===== src/logic/fuse_trim_pkg.sv =====
package fuse_trim_pkg;
   // -----------------------------------------------------------
   // clocking and fuse readout rate
   // -----------------------------------------------------------
   localparam int unsigned CLK_HZ = 125_000_000;
   localparam int unsigned FUSE_MAX_HZ = 500_000;
   // least half period of the fuse read clock, rounded up
   localparam int unsigned FUSE_HALF_CYC = (CLK_HZ + 2 * FUSE_MAX_HZ - 1) / (2 * FUSE_MAX_HZ);

   // -----------------------------------------------------------
   // fuse array layout
   // -----------------------------------------------------------
   localparam int FUSE_BITS = 188;
   localparam int SPARE_LSB = 183;
   localparam int SPARE_W = 5;
   localparam int TRIM_LSB = 163;
   localparam int TRIM_W = 20;
   localparam int CAL_LSB = 53;
   localparam int CAL_W = 110;
   localparam int TEST_W = 53;

   // -----------------------------------------------------------
   // constants and trim fields
   // -----------------------------------------------------------
   localparam int CONST_W = 11;
   localparam int N_CONST = 10;
   localparam int N_CUR = 4;
   localparam int TRIM_FLD_W = 5;
   localparam int TRIM_SRC_LSB = 15;
   localparam int TRIM_AMP_LSB = 10;
   localparam int TRIM_REF_ABS_LSB = 5;
   localparam int TRIM_REF_TC_LSB = 0;
   localparam logic [CONST_W-1:0] CAL_DEFAULT = 11'h60C;
   localparam logic [SPARE_W-1:0] SPARE_DEFAULT = 5'h0F;
   localparam logic [TRIM_W-1:0] TRIM_RESET = 20'h00000;
   localparam logic [CAL_W-1:0] CAL_RESET = {N_CONST{CAL_DEFAULT}};
   localparam logic [TEST_W-1:0] TEST_RESET = 53'h0;
   localparam logic [FUSE_BITS-1:0] FUSE_RESET = {SPARE_DEFAULT, TRIM_RESET, CAL_RESET, TEST_RESET};
   localparam logic [2:0] VSEL_FIXED_MIN = 3'h6;
   localparam logic [5:0] TRIM_STEP_SPAN = 6'h10;

   // fuse loader states, gray along idle -> read -> done
   typedef enum logic [1:0] {
      LD_IDLE = 2'b00,
      LD_READ = 2'b01,
      LD_DONE = 2'b11
   } load_state_e;
endpackage


===== src/logic/fuse_ld_if.sv =====
`timescale 1ns/10ps
interface fuse_ld_if;
   import fuse_trim_pkg::*;
   logic [FUSE_BITS-1:0] image;
   logic done;
   modport reader (output image, output done);
   modport store (input image, input done);
endinterface


===== src/logic/cal_select.sv =====
`timescale 1ns/10ps
module cal_select
   import fuse_trim_pkg::*;
(
   // constant set
   input wire logic [CAL_W-1:0] cal,
   // channel selection
   input wire logic current_path_select,
   input wire logic [1:0] gain_field,
   input wire logic [2:0] volt_const_selector,
   // chosen constant
   output logic [CONST_W-1:0] sel_const
);
   localparam logic [3:0] CUR_N = 4'(N_CUR);

   logic [CONST_W-1:0] k [N_CONST];
   logic [3:0] vidx;

   // unpack, first constant in the top bits
   for (genvar g = 0; g < N_CONST; g++)
   begin : g_unpack
      assign k[g] = cal[CAL_W - 1 - g * CONST_W -: CONST_W];
   end

   assign vidx = CUR_N + {1'b0, volt_const_selector};

   // current path picks by gain, voltage path by selector
   always_comb
   begin
      if (current_path_select)
         sel_const = k[{2'b00, gain_field}];
      else if (volt_const_selector < VSEL_FIXED_MIN)
         sel_const = k[vidx];
      else
         sel_const = CAL_DEFAULT; // fixed codes
   end
endmodule


===== src/logic/fuse_calibration_trim_store.sv =====
`timescale 1ns/10ps
module fuse_calibration_trim_store
   import fuse_trim_pkg::*;
#(
   parameter int unsigned FUSE_HALF = FUSE_HALF_CYC
)
(
   // clock and reset
   input wire logic clk,
   input wire logic resetn,
   // fuse cell readout pins
   output logic fuse_rd_clk,
   output logic fuse_rd_en,
   input wire logic fuse_rd_data,
   // mode 8 register access from the serial host interface
   input wire logic host_sel_cal,
   input wire logic host_begin,
   input wire logic host_shift,
   input wire logic host_bit_in,
   input wire logic host_commit,
   output logic host_bit_out,
   // active channel configuration
   input wire logic current_path_select,
   input wire logic [1:0] gain_field,
   input wire logic [2:0] volt_const_selector,
   // measurement correction towards the signal processor
   input wire logic meas_start,
   output logic cal_valid,
   output logic [CONST_W-1:0] cal_const,
   // trim outputs towards the analog blocks
   output logic [TRIM_W-1:0] trim_total,
   output logic [TRIM_FLD_W-1:0] trim_current_source,
   output logic [TRIM_FLD_W-1:0] trim_amp_offset,
   output logic [TRIM_FLD_W-1:0] trim_ref_abs,
   output logic [TRIM_FLD_W-1:0] trim_ref_tc,
   output logic [5:0] trim_current_steps,
   // status
   output logic shadow_loaded,
   output logic [SPARE_W-1:0] fuse_spare_field
);
   // -----------------------------------------------------------
   // state
   // -----------------------------------------------------------
   typedef struct packed {
      logic [CAL_W-1:0] cal;
      logic [TRIM_W-1:0] trim;
      logic [CAL_W-1:0] stage;
      logic loaded;
      logic pend;
      logic [CONST_W-1:0] cal_out;
      logic cal_vld;
      logic [5:0] steps;
   } top_s;

   top_s r_reg;
   top_s r_next;

   logic [CONST_W-1:0] sel_const;
   logic [CAL_W-1:0] fuse_cal_field;
   logic [TRIM_W-1:0] fuse_trim_field;
   logic [TRIM_W-1:0] stage_trim;
   logic [TRIM_FLD_W-1:0] src_trim;

   fuse_ld_if fuse_ld ();

   // -----------------------------------------------------------
   // fuse readout and constant selection
   // -----------------------------------------------------------
   fuse_reader #(
      .HALF_CYC(FUSE_HALF)
   ) u_reader (
      .clk(clk),
      .resetn(resetn),
      .ld(fuse_ld),
      .fuse_rd_clk(fuse_rd_clk),
      .fuse_rd_en(fuse_rd_en),
      .fuse_rd_data(fuse_rd_data)
   );

   // selector follows the live channel configuration
   cal_select u_select (
      .cal(r_reg.cal),
      .current_path_select(current_path_select),
      .gain_field(gain_field),
      .volt_const_selector(volt_const_selector),
      .sel_const(sel_const)
   );

   // field slices of the fuse image
   assign fuse_cal_field = fuse_ld.image[CAL_LSB +: CAL_W];
   assign fuse_trim_field = fuse_ld.image[TRIM_LSB +: TRIM_W];
   assign fuse_spare_field = fuse_ld.image[SPARE_LSB +: SPARE_W];
   assign stage_trim = r_reg.stage[TRIM_W-1:0];
   assign src_trim = r_reg.trim[TRIM_SRC_LSB +: TRIM_FLD_W];

   // -----------------------------------------------------------
   // next state
   // -----------------------------------------------------------
   always_comb
   begin
      r_next = r_reg;
      r_next.cal_vld = 1'b0;

      // one-time shadow copy once the array has been read
      if (fuse_ld.done && !r_reg.loaded)
      begin
         r_next.cal = fuse_cal_field;
         r_next.trim = fuse_trim_field;
         r_next.loaded = 1'b1;
      end

      // staging register: loaded for a read, shifted msb first
      if (host_begin)
         r_next.stage = host_sel_cal ? r_reg.cal : CAL_W'(r_reg.trim);
      else if (host_shift)
         r_next.stage = {r_reg.stage[CAL_W-2:0], host_bit_in};

      // host commit comes after the power-up copy so a same-cycle write wins
      if (host_commit)
      begin
         if (host_sel_cal)
            r_next.cal = r_reg.stage;
         else
            r_next.trim = stage_trim;
      end

      // constant is taken when the measurement starts, so a committed
      // write is seen by the next start at the latest
      if (meas_start || r_reg.pend)
      begin
         if (r_reg.loaded)
         begin
            r_next.cal_out = sel_const;
            r_next.cal_vld = 1'b1;
            r_next.pend = 1'b0;
         end
         else
            r_next.pend = 1'b1; // held back until shadows are loaded
      end

      // one signed step count serves every current range
      if (src_trim[TRIM_FLD_W-1])
         r_next.steps = TRIM_STEP_SPAN - {2'b00, src_trim[3:0]};
      else
         r_next.steps = 6'h00 - {2'b00, src_trim[3:0]};
   end

   // -----------------------------------------------------------
   // registers
   // -----------------------------------------------------------
   // shadows start from the documented defaults until the copy
   always_ff @(posedge clk or negedge resetn)
   begin
      if (!resetn)
         r_reg <= '{
            cal: CAL_RESET,
            trim: TRIM_RESET,
            stage: '0,
            loaded: 1'b0,
            pend: 1'b0,
            cal_out: CAL_DEFAULT,
            cal_vld: 1'b0,
            steps: 6'h00
         };
      else
         r_reg <= r_next;
   end

   // -----------------------------------------------------------
   // outputs
   // -----------------------------------------------------------
   // read data leaves msb first for either register width
   assign host_bit_out = host_sel_cal ? r_reg.stage[CAL_W-1] : r_reg.stage[TRIM_W-1];
   assign cal_valid = r_reg.cal_vld;
   assign cal_const = r_reg.cal_out;
   assign shadow_loaded = r_reg.loaded;
   assign trim_total = r_reg.trim;
   // field order within the trim register
   assign trim_current_source = r_reg.trim[TRIM_SRC_LSB +: TRIM_FLD_W];
   assign trim_amp_offset = r_reg.trim[TRIM_AMP_LSB +: TRIM_FLD_W];
   assign trim_ref_abs = r_reg.trim[TRIM_REF_ABS_LSB +: TRIM_FLD_W];
   assign trim_ref_tc = r_reg.trim[TRIM_REF_TC_LSB +: TRIM_FLD_W];
   assign trim_current_steps = r_reg.steps;

   // -----------------------------------------------------------
   // checks
   // -----------------------------------------------------------
   property p_cal_copy;
      @(posedge clk) disable iff (!resetn)
         fuse_ld.done && !r_reg.loaded && !host_commit |=> r_reg.cal == $past(fuse_cal_field);
   endproperty
   a_cal_copy: assert property (p_cal_copy) else $error("calibration copy wrong");

   property p_trim_copy;
      @(posedge clk) disable iff (!resetn)
         fuse_ld.done && !r_reg.loaded && !host_commit |=> trim_total == $past(fuse_trim_field);
   endproperty
   a_trim_copy: assert property (p_trim_copy) else $error("trim copy wrong");

   property p_cal_write;
      @(posedge clk) disable iff (!resetn)
         host_commit && host_sel_cal |=> r_reg.cal == $past(r_reg.stage);
   endproperty
   a_cal_write: assert property (p_cal_write) else $error("constant write lost");

   property p_trim_write;
      @(posedge clk) disable iff (!resetn)
         host_commit && !host_sel_cal |=> trim_total == $past(stage_trim);
   endproperty
   a_trim_write: assert property (p_trim_write) else $error("trim write lost");

   property p_cur_first;
      @(posedge clk) disable iff (!resetn)
         current_path_select && gain_field == 2'b00 |-> sel_const == r_reg.cal[CAL_W-1 -: CONST_W];
   endproperty
   a_cur_first: assert property (p_cur_first) else $error("current constant wrong");

   property p_volt_fixed;
      @(posedge clk) disable iff (!resetn)
         !current_path_select && volt_const_selector >= VSEL_FIXED_MIN |-> sel_const == CAL_DEFAULT;
   endproperty
   a_volt_fixed: assert property (p_volt_fixed) else $error("fixed constant wrong");

   property p_no_early;
      @(posedge clk) disable iff (!resetn)
         meas_start && !shadow_loaded |=> !cal_valid && r_reg.pend;
   endproperty
   a_no_early: assert property (p_no_early) else $error("measurement before load");

   property p_meas_const;
      @(posedge clk) disable iff (!resetn)
         meas_start && shadow_loaded |=> cal_valid && cal_const == $past(sel_const);
   endproperty
   a_meas_const: assert property (p_meas_const) else $error("constant not applied");

   property p_src_steps;
      @(posedge clk) disable iff (!resetn)
         trim_current_source == 5'h10 ##1 $stable(trim_current_source)
            |-> trim_current_steps == TRIM_STEP_SPAN;
   endproperty
   a_src_steps: assert property (p_src_steps) else $error("source step count wrong");

   // -----------------------------------------------------------
   // selection and measurement checks
   // -----------------------------------------------------------
   // outer constants of both paths sit where the layout puts them
   property p_cur_last;
      @(posedge clk) disable iff (!resetn)
         current_path_select && gain_field == 2'b11
            |-> sel_const == r_reg.cal[CAL_W - N_CUR * CONST_W +: CONST_W];
   endproperty
   a_cur_last: assert property (p_cur_last) else $error("top gain pick wrong");

   property p_volt_first;
      @(posedge clk) disable iff (!resetn)
         !current_path_select && volt_const_selector == 3'h0
            |-> sel_const == r_reg.cal[CAL_W - N_CUR * CONST_W - 1 -: CONST_W];
   endproperty
   a_volt_first: assert property (p_volt_first) else $error("first volt pick wrong");

   property p_volt_last;
      @(posedge clk) disable iff (!resetn)
         !current_path_select && volt_const_selector == 3'h5
            |-> sel_const == r_reg.cal[CONST_W-1:0];
   endproperty
   a_volt_last: assert property (p_volt_last) else $error("last volt pick wrong");

   // the constant only moves together with its valid pulse
   property p_const_hold;
      @(posedge clk) disable iff (!resetn) !cal_valid |-> $stable(cal_const);
   endproperty
   a_const_hold: assert property (p_const_hold) else $error("constant moved alone");

   property p_vld_cause;
      @(posedge clk) disable iff (!resetn) cal_valid |-> $past(meas_start) || $past(r_reg.pend);
   endproperty
   a_vld_cause: assert property (p_vld_cause) else $error("valid without request");

   // a pending request is served on the first cycle after loading
   property p_pend_served;
      @(posedge clk) disable iff (!resetn) r_reg.pend && shadow_loaded |=> cal_valid;
   endproperty
   a_pend_served: assert property (p_pend_served) else $error("pending request lost");

   // nothing may be corrected with the reset defaults
   property p_quiet_unloaded;
      @(posedge clk) disable iff (!resetn) !shadow_loaded |-> !cal_valid;
   endproperty
   a_quiet_unloaded: assert property (p_quiet_unloaded) else $error("valid before load");

   // the power-up copy happens once and is never undone
   property p_loaded_hold;
      @(posedge clk) disable iff (!resetn) shadow_loaded |=> shadow_loaded;
   endproperty
   a_loaded_hold: assert property (p_loaded_hold) else $error("load flag dropped");

   // negative source trims count down by the magnitude
   property p_src_minus;
      @(posedge clk) disable iff (!resetn)
         !trim_current_source[TRIM_FLD_W-1] ##1 $stable(trim_current_source)
            |-> trim_current_steps + {2'b00, trim_current_source[3:0]} == 6'h00;
   endproperty
   a_src_minus: assert property (p_src_minus) else $error("minus step count wrong");

   property p_cov_load;
      @(posedge clk) disable iff (!resetn) $rose(shadow_loaded);
   endproperty
   c_cov_load: cover property (p_cov_load);

   property p_cov_cur;
      @(posedge clk) disable iff (!resetn) cal_valid && current_path_select;
   endproperty
   c_cov_cur: cover property (p_cov_cur);

   property p_cov_write;
      @(posedge clk) disable iff (!resetn) host_commit && host_sel_cal && shadow_loaded;
   endproperty
   c_cov_write: cover property (p_cov_write);

   property p_cov_pend;
      @(posedge clk) disable iff (!resetn) r_reg.pend ##1 cal_valid;
   endproperty
   c_cov_pend: cover property (p_cov_pend);
endmodule


===== src/logic/fuse_reader.sv =====
`timescale 1ns/10ps
module fuse_reader
   import fuse_trim_pkg::*;
#(
   parameter int unsigned HALF_CYC = FUSE_HALF_CYC
)
(
   // clock and reset
   input wire logic clk,
   input wire logic resetn,
   // fuse image towards the store
   fuse_ld_if.reader ld,
   // fuse cell readout pins
   output logic fuse_rd_clk,
   output logic fuse_rd_en,
   input wire logic fuse_rd_data
);
   // -----------------------------------------------------------
   // parameter checks
   // -----------------------------------------------------------
   if (HALF_CYC < 8 || HALF_CYC > 255 || 2 * HALF_CYC * FUSE_MAX_HZ < CLK_HZ)
   begin : g_bad_half
      $error("fuse read half period out of range");
   end

   localparam logic [7:0] DIV_LAST = 8'(HALF_CYC - 1);
   localparam logic [7:0] IDX_LAST = 8'(FUSE_BITS - 1);

   typedef struct packed {
      load_state_e st;
      logic [7:0] div;
      logic [7:0] idx;
      logic sclk;
      logic [1:0] sync;
      logic [FUSE_BITS-1:0] img;
   } rd_s;

   rd_s r_reg;
   rd_s r_next;

   // one bit per read clock period; sampled at the end of the high half
   always_comb
   begin
      r_next = r_reg;
      r_next.sync = {r_reg.sync[0], fuse_rd_data};
      case (r_reg.st)
         LD_IDLE:
         begin
            r_next.st = LD_READ;
            r_next.div = 8'h00;
         end
         LD_READ:
         begin
            if (r_reg.div == DIV_LAST)
            begin
               r_next.div = 8'h00;
               r_next.sclk = ~r_reg.sclk; // slow cells, never above the rate limit
               if (r_reg.sclk)
               begin
                  r_next.img[r_reg.idx] = r_reg.sync[1]; // whole array captured
                  if (r_reg.idx == IDX_LAST)
                     r_next.st = LD_DONE;
                  else
                     r_next.idx = r_reg.idx + 8'h01;
               end
            end
            else
               r_next.div = r_reg.div + 8'h01;
         end
         LD_DONE:
            r_next.sclk = 1'b0;
         default:
            r_next.st = LD_IDLE;
      endcase
   end

   // unread bits keep their unprogrammed defaults
   always_ff @(posedge clk or negedge resetn)
   begin
      if (!resetn)
         r_reg <= '{st: LD_IDLE, div: 8'h00, idx: 8'h00, sclk: 1'b0, sync: 2'h0, img: FUSE_RESET};
      else
         r_reg <= r_next;
   end

   assign fuse_rd_clk = r_reg.sclk;
   assign fuse_rd_en = (r_reg.st == LD_READ);
   assign ld.image = r_reg.img;
   assign ld.done = (r_reg.st == LD_DONE);

   // -----------------------------------------------------------
   // checks
   // -----------------------------------------------------------
   property p_fuse_high;
      @(posedge clk) disable iff (!resetn) $rose(fuse_rd_clk) |-> fuse_rd_clk [*8];
   endproperty
   a_fuse_high: assert property (p_fuse_high) else $error("fuse clock high too short");

   property p_fuse_low;
      @(posedge clk) disable iff (!resetn) $fell(fuse_rd_clk) && fuse_rd_en |-> !fuse_rd_clk [*8];
   endproperty
   a_fuse_low: assert property (p_fuse_low) else $error("fuse clock low too short");

   property p_load_done;
      @(posedge clk) disable iff (!resetn) $rose(ld.done);
   endproperty
   c_load_done: cover property (p_load_done);
endmodule


===== config.mk =====
export PLATFORM = sky130hd
export DESIGN_NAME = fuse_calibration_trim_store
export DESIGN_NICKNAME = d
export VERILOG_FILES = /design/src/logic/fuse_trim_pkg.sv /design/src/logic/fuse_ld_if.sv /design/src/logic/cal_select.sv /design/src/logic/fuse_calibration_trim_store.sv /design/src/logic/fuse_reader.sv
export SDC_FILE = /design/constraint.sdc
export NUM_CORES = 1
export LEC_CHECK = 0
export BUFFER_PORTS_ARGS = -buffer_cell sky130_fd_sc_hd__buf_2
export CORE_MARGIN = 2
export CORE_UTILIZATION = 62
export CTS_BUF_LIST = sky130_fd_sc_hd__clkbuf_16
export CTS_CLUSTER_SIZE = 10
export DETAILED_ROUTE_END_ITERATION = 10
export GPL_ROUTABILITY_DRIVEN = 0
export PLACE_DENSITY = 0.8
export SYNTH_ARGS = -nofsm -noshare
export SYNTH_HDL_FRONTEND = slang
export SYNTH_SLANG_ARGS = --single-unit

===== constraint.sdc =====
create_clock -name clk -period 6 [get_ports clk]
set_input_delay 0.6 -clock clk [delete_from_list [all_inputs] [get_ports clk]]
set_output_delay 0.6 -clock clk [all_outputs]
set_load 0.03 [all_outputs]

==> results of run 1 <==
-- final timing paths --
path / start / endpoint
max in group asynchronous: resetn / u_reader.ld.image[93]
min in group clk: fuse_rd_data / u_reader.r_next[189]
worst max-delay path: host_sel_cal / host_bit_out
worst min register to register: u_reader.r_next[189] / u_reader.r_reg[189]
worst max register to register: u_reader.r_reg[202] / u_reader.ld.image[53]
worst min-delay path: resetn / r_reg[26]
-- worst reg2reg max path: stages (launching register included) --
cell	delay [ns]
sky130_fd_sc_hd__dfrtp_1	0.42
sky130_fd_sc_hd__and4_1	0.81
sky130_fd_sc_hd__nand4_1	0.78
sky130_fd_sc_hd__nor2_1	0.35
sky130_fd_sc_hd__mux2_2	0.37
-- power by group through the flow --
stage	Clock (mW)	Sequential, mW	Combinational, mW
floorplan	0	3.04	0.492
global placement	0	3.09	0.581
detailed placement	0	3.09	0.597
CTS	2.53	3.05	0.602
global route	2.65	3.06	0.648
finish	2.50	3.05	0.602
-- logic make-up after synthesis --
family | count (synthesis) | share of synthesized area [%]
adder cells (fa/ha/maj) | 8 | 0.490
AND/OR/NAND/NOR | 494 | 11.4
XOR/XNOR | 11 | 0.472
AO/OA/AOI/OAI | 325 | 8.92
flip-flops | 416 | 51.5
buffers and inverters | 219 | 5.64
multiplexers | 418 | 21.6
-- through the flow --
step / area, µm² / worst slack, ns / hold WS [ns]
6_report: 21800 / 3.04 / 0.0557
5_1_grt: 21800 / 2.91 / 0.101
4_1_cts: 21800 / 3.07 / 0.0782
3_5_place_dp: 20500 / 3.08 / 0.349
3_3_place_gp: 20500 / 3.05 / 0.336
2_1_floorplan: 20400 / 3.85 / 0.304
-- metal layers --
layer	up-vias	part of all wire (%)	global-route usage, %
li1	6451	-	-
met1	7284	40	40.3
met2	597	47	49.5
met3	142	7.9	6.55
met4	0	4.4	14.0
met5	-	0	0
-- cell usage in the layout, fill, tap and decap left out, drive strengths merged, types with 13 or more instances in the layout --
| master | netlist | layout |
|---|---|---|
| dfrtp | 328 | 328 |
| mux2i | 264 | 264 |
| o21ai | 231 | 231 |
| nand2 | 185 | 185 |
| mux2 | 150 | 150 |
| nor2 | 141 | 141 |
| buf | 124 | 95 |
| nand3 | 88 | 88 |
| dfstp | 88 | 88 |
| inv | 16 | 53 |
| clkbuf | 79 | 47 |
| nor2b | 31 | 31 |
| a21oi | 26 | 26 |
| a211oi | 23 | 23 |
| nand4 | 13 | 13 |
-- cell type report --
type | instances | area (µm²) | area share (%)
Clock buffer | 47 | 1180 | 5.39
Clock inverter | 38 | 148 | 0.677
Inverter | 16 | 60.1 | 0.275
Multi-Input combinational cell | 1256 | 8770 | 40.2
Sequential cell | 416 | 10500 | 48.3
Tap cell | 442 | 553 | 2.54
Timing Repair Buffer | 95 | 569 | 2.61
==> run summary, run 1 <==
The number of resized instances in the post-cts repair step is 0, and the count of clock tree sinks is 416. The logs give 0 for the total congestion overflow after global routing and 2.36 ns for the arrival time of data at the critical path endpoint. The die covers 34400 µm².

After layout, the worst path uses 49.4% of the clock period. The number of flip-flops in the largest register is 221. Counting I/O delays and the setup requirement, the final critical path takes 2.96 ns. The area added between synthesis and finish is 6.69%, and the share of power burned in combinational logic is 9.8%.

For the net switching power, the log shows 1.64 mW. The number of buffers and inverters on the critical path is 3. Largest fanout on the critical path: 68. The clock network accounts for 40.7% of the total power. In this run, the number of DRC markers left after iteration 0 of detailed routing was 1153. Port buffering added 81 buffers. The most common cell in the synthesized netlist is sky130_fd_sc_hd__dfrtp_1. For this design, the CTS-stage hold fixing added 0 buffers. The root buffer cell chosen for the clock tree is sky130_fd_sc_hd__clkbuf_16. The min-delay analysis places its worst path in the category in -> async. The tools report the max-slew headroom at the worst pin as 24.5%. In this run the core area contains 66 standard-cell rows. Across every metal layer, demand over resource in global routing totals 30.8%. Horizontal die dimension: 186 µm.

Of the cells placed in the final design, the portion with a size suffix greater than 1 is 20.9%. The design draws 6.15 mW. Across the VDD grid, the largest voltage drop is 196 µV. In this run the register-to-register setup slack is 3.15 ns. The level count of the clock H-tree was 2. The share of total power in sequential cells came out at 49.6%. Once detail routing completed, the nets flagged for antenna violations numbered 0. Top cell type by total area after synthesis: sky130_fd_sc_hd__dfrtp_1. The layout filler cell count was 2495; the post-synthesis register bit count was 416.

The setup TNS was 0 ns. The number of nets in the synthesized netlist is 1914. The flow ran to the end, and the final reports show no timing, DRC or antenna violations.

The worst setup path is captured at an output port. The worst clock skew on the final layout came out at 0.0235 ns. In this run the number of cells on the critical path is 4. After the last flow step, the layout net total stands at 1855.

Dividing the detail-routed wire length by the instance count gives 22.4 µm. Including well taps, the total number of placed cells is 2225. Top flip-flop cell by instance count after synthesis: sky130_fd_sc_hd__dfrtp_1. For the core outline area, the log shows 32500 µm².

For this run, design rule violations remaining after detail routing come to 0. The pin count of the biggest net entering global routing came out at 164. Ranked by total cell area, the synthesized netlist is headed by sky130_fd_sc_hd__dfrtp_1 40%, sky130_fd_sc_hd__mux2i_1 13%, sky130_fd_sc_hd__dfstp_2 11%, sky130_fd_sc_hd__mux2_2 7.5%, sky130_fd_sc_hd__o21ai_0 5.6%. The proportion of total power due to net switching is 26.7%, and the count of distinct cell types in the synthesized netlist is 59. The largest stage delay on the critical path was 0.80 ns; the leakage dissipation was 10.6 nW. Fraction of the core area covered by cells at the end of the flow: 67.0%. TritonCTS built the clock tree. Setup violations remaining at the end of the flow were counted as 0. The logs give 0 for the initial antenna violation count and 51.5% for the sequential share of the synthesized area. The later pin in the worst-skew pair is clocked with a latency of 0.56 ns. The kind of cell with the highest combined delay on the critical path was buffers and inverters. The vias per cell is 6.27, and the transition time at the pin with the least slew margin is 1.13 ns. The number of buffers inserted by post-CTS setup repair is 0. The synthesized design devotes to its leading area cell type 40.2% of total area. The clock buffer count from CTS came out at 47.

The logs give 6 for the first-pass detailed-route iteration total and 14500 for the vias after detailed routing. By instance count, the cell type seen most on the critical path is sky130_fd_sc_hd__buf_4. The logs give 0 for the final hold violation count and 3 for the maximum root-to-sink buffer count. The commonest cells after synthesis are 328 x sky130_fd_sc_hd__dfrtp_1, 264 x sky130_fd_sc_hd__mux2i_1, 230 x sky130_fd_sc_hd__o21ai_0, 184 x sky130_fd_sc_hd__nand2_1, 141 x sky130_fd_sc_hd__nor2_1. The run gives 0 as the count of warnings emitted by yosys. The average instance in the mapped netlist occupies 10.8 µm². After the flow finishes, the layout carries non-filler instances totaling 2310.

Based on the critical path, the design can be clocked at up to 337 MHz. Synthesis produced a netlist whose cell count is 1891. For the max-capacitance violation count, the log shows 0. For the max-slew violation total from the final report, the log shows 0. For this block, the routed nets add up to 51700 µm of wire. Cell internal power was estimated by the tool at 4.51 mW.

After synthesis the cells add up to 20400 µm². The number of cells on the worst reg-to-reg path is 4. The power density over the cells works out to 282 nW/µm². Category of the most critical setup path: in -> out. The run gives 81500 µm as the global-route wire length before repair.

For the number of top-level pins, the log shows 82. The share of synthesized flip-flops with an asynchronous set or reset is 100%. In this run, synthesis inferred 0 flip-flops with an integrated enable. The tools report the startpoint type of the worst setup path as an input port. The signal on the critical path passes through buf_4, buf_4, mux2_2, buf_2.

The die is 186 µm tall. The library cell contributing the largest single delay on the critical path is sky130_fd_sc_hd__buf_4. For the via count of the first global-routing pass, the log shows 14700.

STA puts the critical path data required time at 5.40 ns. The clock edge transition at the registers on the reported setup and hold paths works out to 0.06 ns. The run gives 0 as the antenna cell count. Setup repair after global routing left no endpoint under its margin.

The run gives 62.8% as the initial core utilization. The run gives 30500 µm as the total half-perimeter wirelength after legalization and detailed placement.
Note: power is estimated with default switching activity, not from simulation.
==> run 2: changes to the inputs <==
- clock period: 6 -> 3 ns (I/O delays scaled with it)
==> run summary, run 2 (synthesis results as in run 1) <==
The number of DRC markers after the initial detailed-route iteration was 1448 (+26%). STA classifies the critical path endpoint as a flop. For the remaining antenna violation count, the log shows 0 (unchanged). The total congestion overflow after global routing came out at 0 (unchanged). The total half-perimeter wirelength after legalization and detailed placement came out at 32800 µm (+7.4%). In the layout the commonest cells are 327 x sky130_fd_sc_hd__dfrtp_1, 264 x sky130_fd_sc_hd__mux2i_1, 229 x sky130_fd_sc_hd__o21ai_0, 184 x sky130_fd_sc_hd__nand2_1, 141 x sky130_fd_sc_hd__nor2_1. For the initial antenna violation count, the log shows 0 (unchanged).

The clock edge transition at the registers on the reported setup and hold paths is 0.06 ns (about the same). The period utilization came out at 83.9%. The fraction of layout cells with a size suffix above 1 is 22.1% (+1.3 points). Largest stage delay on the critical path: 0.47 ns (-0.33 ns). The logs give 0 (unchanged) for the max-capacitance violation count and 0 (unchanged) for the number of DRC violations after detailed routing. The max-slew violation total from the final report was 0 (unchanged); the clock buffer count from CTS was 47 (unchanged). For the maximum root-to-sink buffer count, the log shows 3 (unchanged). Average routed wire per standard cell: 22.3 µm (-0.10%). The final hold violation count was 0 (unchanged).

TritonCTS built the clock tree. The setup TNS came out at 0 ns (unchanged). The multi-input logic area was 8770 µm² (unchanged).

The global-route wire length before repair was 83300 µm (+2.2%). Counting I/O delays and the setup requirement, the final critical path takes 2.52 ns. The total buffers and inverters traversed by the critical path was 2 (-1). The run gives 0.56 ns (about the same) as the clock latency on the worst-skew pair. The tightest min-delay check is of the in -> reg type. The layout filler cell count came out at 2404 (-3.6%). The worst setup path is launched from a flop. Setup repair after global routing left no endpoint under its margin. The run gives 10500 µm² (unchanged) as the sequential standard cell area. The transition time at the pin with the least slew margin works out to 0.964 ns (-0.168 ns). Vertical die dimension: 186 µm (unchanged). The max-slew headroom at the worst pin is 35.7% (+11 points), and the largest vdd supply drop is 507 µV (+160%). The largest fanout on the critical path was 14 (-79%); the power density over the cells was 561 nW/µm² (+99%).

The area added between synthesis and finish was 8.65%. The leakage dissipation was 10.9 nW (+1.9%). For the pin count of the biggest net entering global routing, the log shows 196 (+20%).

The antenna cell count is 0 (unchanged), and the level count of the clock H-tree is 2 (unchanged). The vias per cell works out to 6.30 (+0.51%). The via count of the first global-routing pass is 14800 (+0.63%), and the fmax is 397 MHz. The floorplan row count is 66 (unchanged), and the initial core utilization is 62.8% (unchanged). By startpoint and endpoint, the worst setup path is classified as reg -> reg. The run gives 5 (-1) as the first-pass detailed-route iteration total.

The arrival time of data at the critical path endpoint was 2.96 ns (+0.60 ns); the horizontal die dimension was 186 µm (unchanged). Count of clock tree sinks: 416 (unchanged). The run finished with clean final reports.

On the critical path the largest part of the delay comes from simple AND/OR/NAND/NOR gates. The run gives 82 (unchanged) as the number of top-level pins. For the worst clock skew on the final layout, the log shows 0.0164 ns (-0.00707 ns). The library cell contributing the largest single delay on the critical path was sky130_fd_sc_hd__and3b_2.

The library cell used most frequently in the layout, excluding fill and tap cells, is sky130_fd_sc_hd__dfrtp_1. The vias after detailed routing is 14800 (+2.0%). The die area was 34400 µm² (unchanged); the core outline area was 32500 µm² (unchanged). The run gives 0 (unchanged) as the number of buffers inserted by post-CTS setup repair.

The number of I/O port buffers was 81 (unchanged). The logs give 1887 (+1.7%) for the layout net count and 3.44 ns (-1.96 ns) for the required time at the endpoint of the critical path. The logs give 31.2% (+0.48 points) for the total track usage and 0 (unchanged) for the number of resized instances in the post-cts repair step. The tools report the final worst hold slack as 0.0998 ns (+0.0441 ns). Overall routed net length: 52400 µm (+1.4%). The number of flip-flops in the largest register is 221 (unchanged). The tree is rooted in a sky130_fd_sc_hd__clkbuf_16. The signal on the critical path passes through inv_1, ha_1, and3b_2, nand4_2, buf_4, nor2_1, mux2_2. The count of final setup violators came out at 0 (unchanged).
## run 2: changes by cell type in the layout (fill, tap and decap cells not counted), sizes merged
cell	change
buf	+29
dlygate4sd3	+3
clkbuf	+1
clkinv	+1
## run 2: worst register-to-register path, stage by stage (launching register included)
cell                      delay, ns
sky130_fd_sc_hd__dfrtp_1       0.41
sky130_fd_sc_hd__inv_1         0.11
sky130_fd_sc_hd__ha_1          0.15
sky130_fd_sc_hd__and3b_2       0.47
sky130_fd_sc_hd__nand4_2       0.46
sky130_fd_sc_hd__buf_4         0.32
sky130_fd_sc_hd__nor2_1        0.13
sky130_fd_sc_hd__mux2_2        0.36
## run 2: per-layer routing
metal	track usage [%]	wire length (µm)
met5	0	0
met4	13.5	2240
met3	5.34	3710
met2	50.7	25100
met1	41.7	21300
## run 2: power by group
| group | internal (mW) | switching, mW |
|---|---|---|
| logic | 0.390 | 0.870 |
| clock network | 2.87 | 2.23 |
| registers | 5.86 | 0.238 |
## run 2: worst paths after layout
| kind | start | end | slack [ns] | depth (start not counted) |
|---|---|---|---|---|
| max | u_reader.r_reg[199] | u_reader.ld.image[163] | 0.48 | 7 |
| min | host_bit_in | r_reg[20] | 0.1 | 3 |
| max reg2reg | u_reader.r_reg[199] | u_reader.ld.image[163] | 0.48 | 7 |
| min reg2reg | u_reader.r_next[189] | u_reader.r_reg[189] | 0.35 | 0 |
| max in group asynchronous | resetn | cal_const[3] | 1.69 | 3 |
| min in group asynchronous | resetn | r_reg[25] | 0.38 | 2 |
## run 2: layout make-up
type	instances	area share, %
Clock buffer	48	5.41
Clock inverter	39	0.738
Inverter	16	0.270
Multi-Input combinational cell	1256	39.5
Sequential cell	416	47.4
Tap cell	442	2.49
Timing Repair Buffer	127	4.19
## run 2: repair_timing
item,CTS,global route
endpoints found under the setup margin,0,0
hold endpoints to repair,67,0
hold buffers,3,0
## run 2: stage by stage
stage / util (%) / setup slack [ns] / area [µm²] / std cells / total power [mW]
after global placement: 64.0 / 0.606 / 20800 / 2254 / 7.38
final: 68.2 / 0.482 / 22200 / 2344 / 12.5
after detailed placement: 64.0 / 0.541 / 20800 / 2254 / 7.43
after CTS: 68.2 / 0.522 / 22200 / 2344 / 12.5
after floorplan: - / 1.03 / 20400 / 1891 / 7.07
after global routing: 68.2 / 0.347 / 22200 / 2344 / 12.9
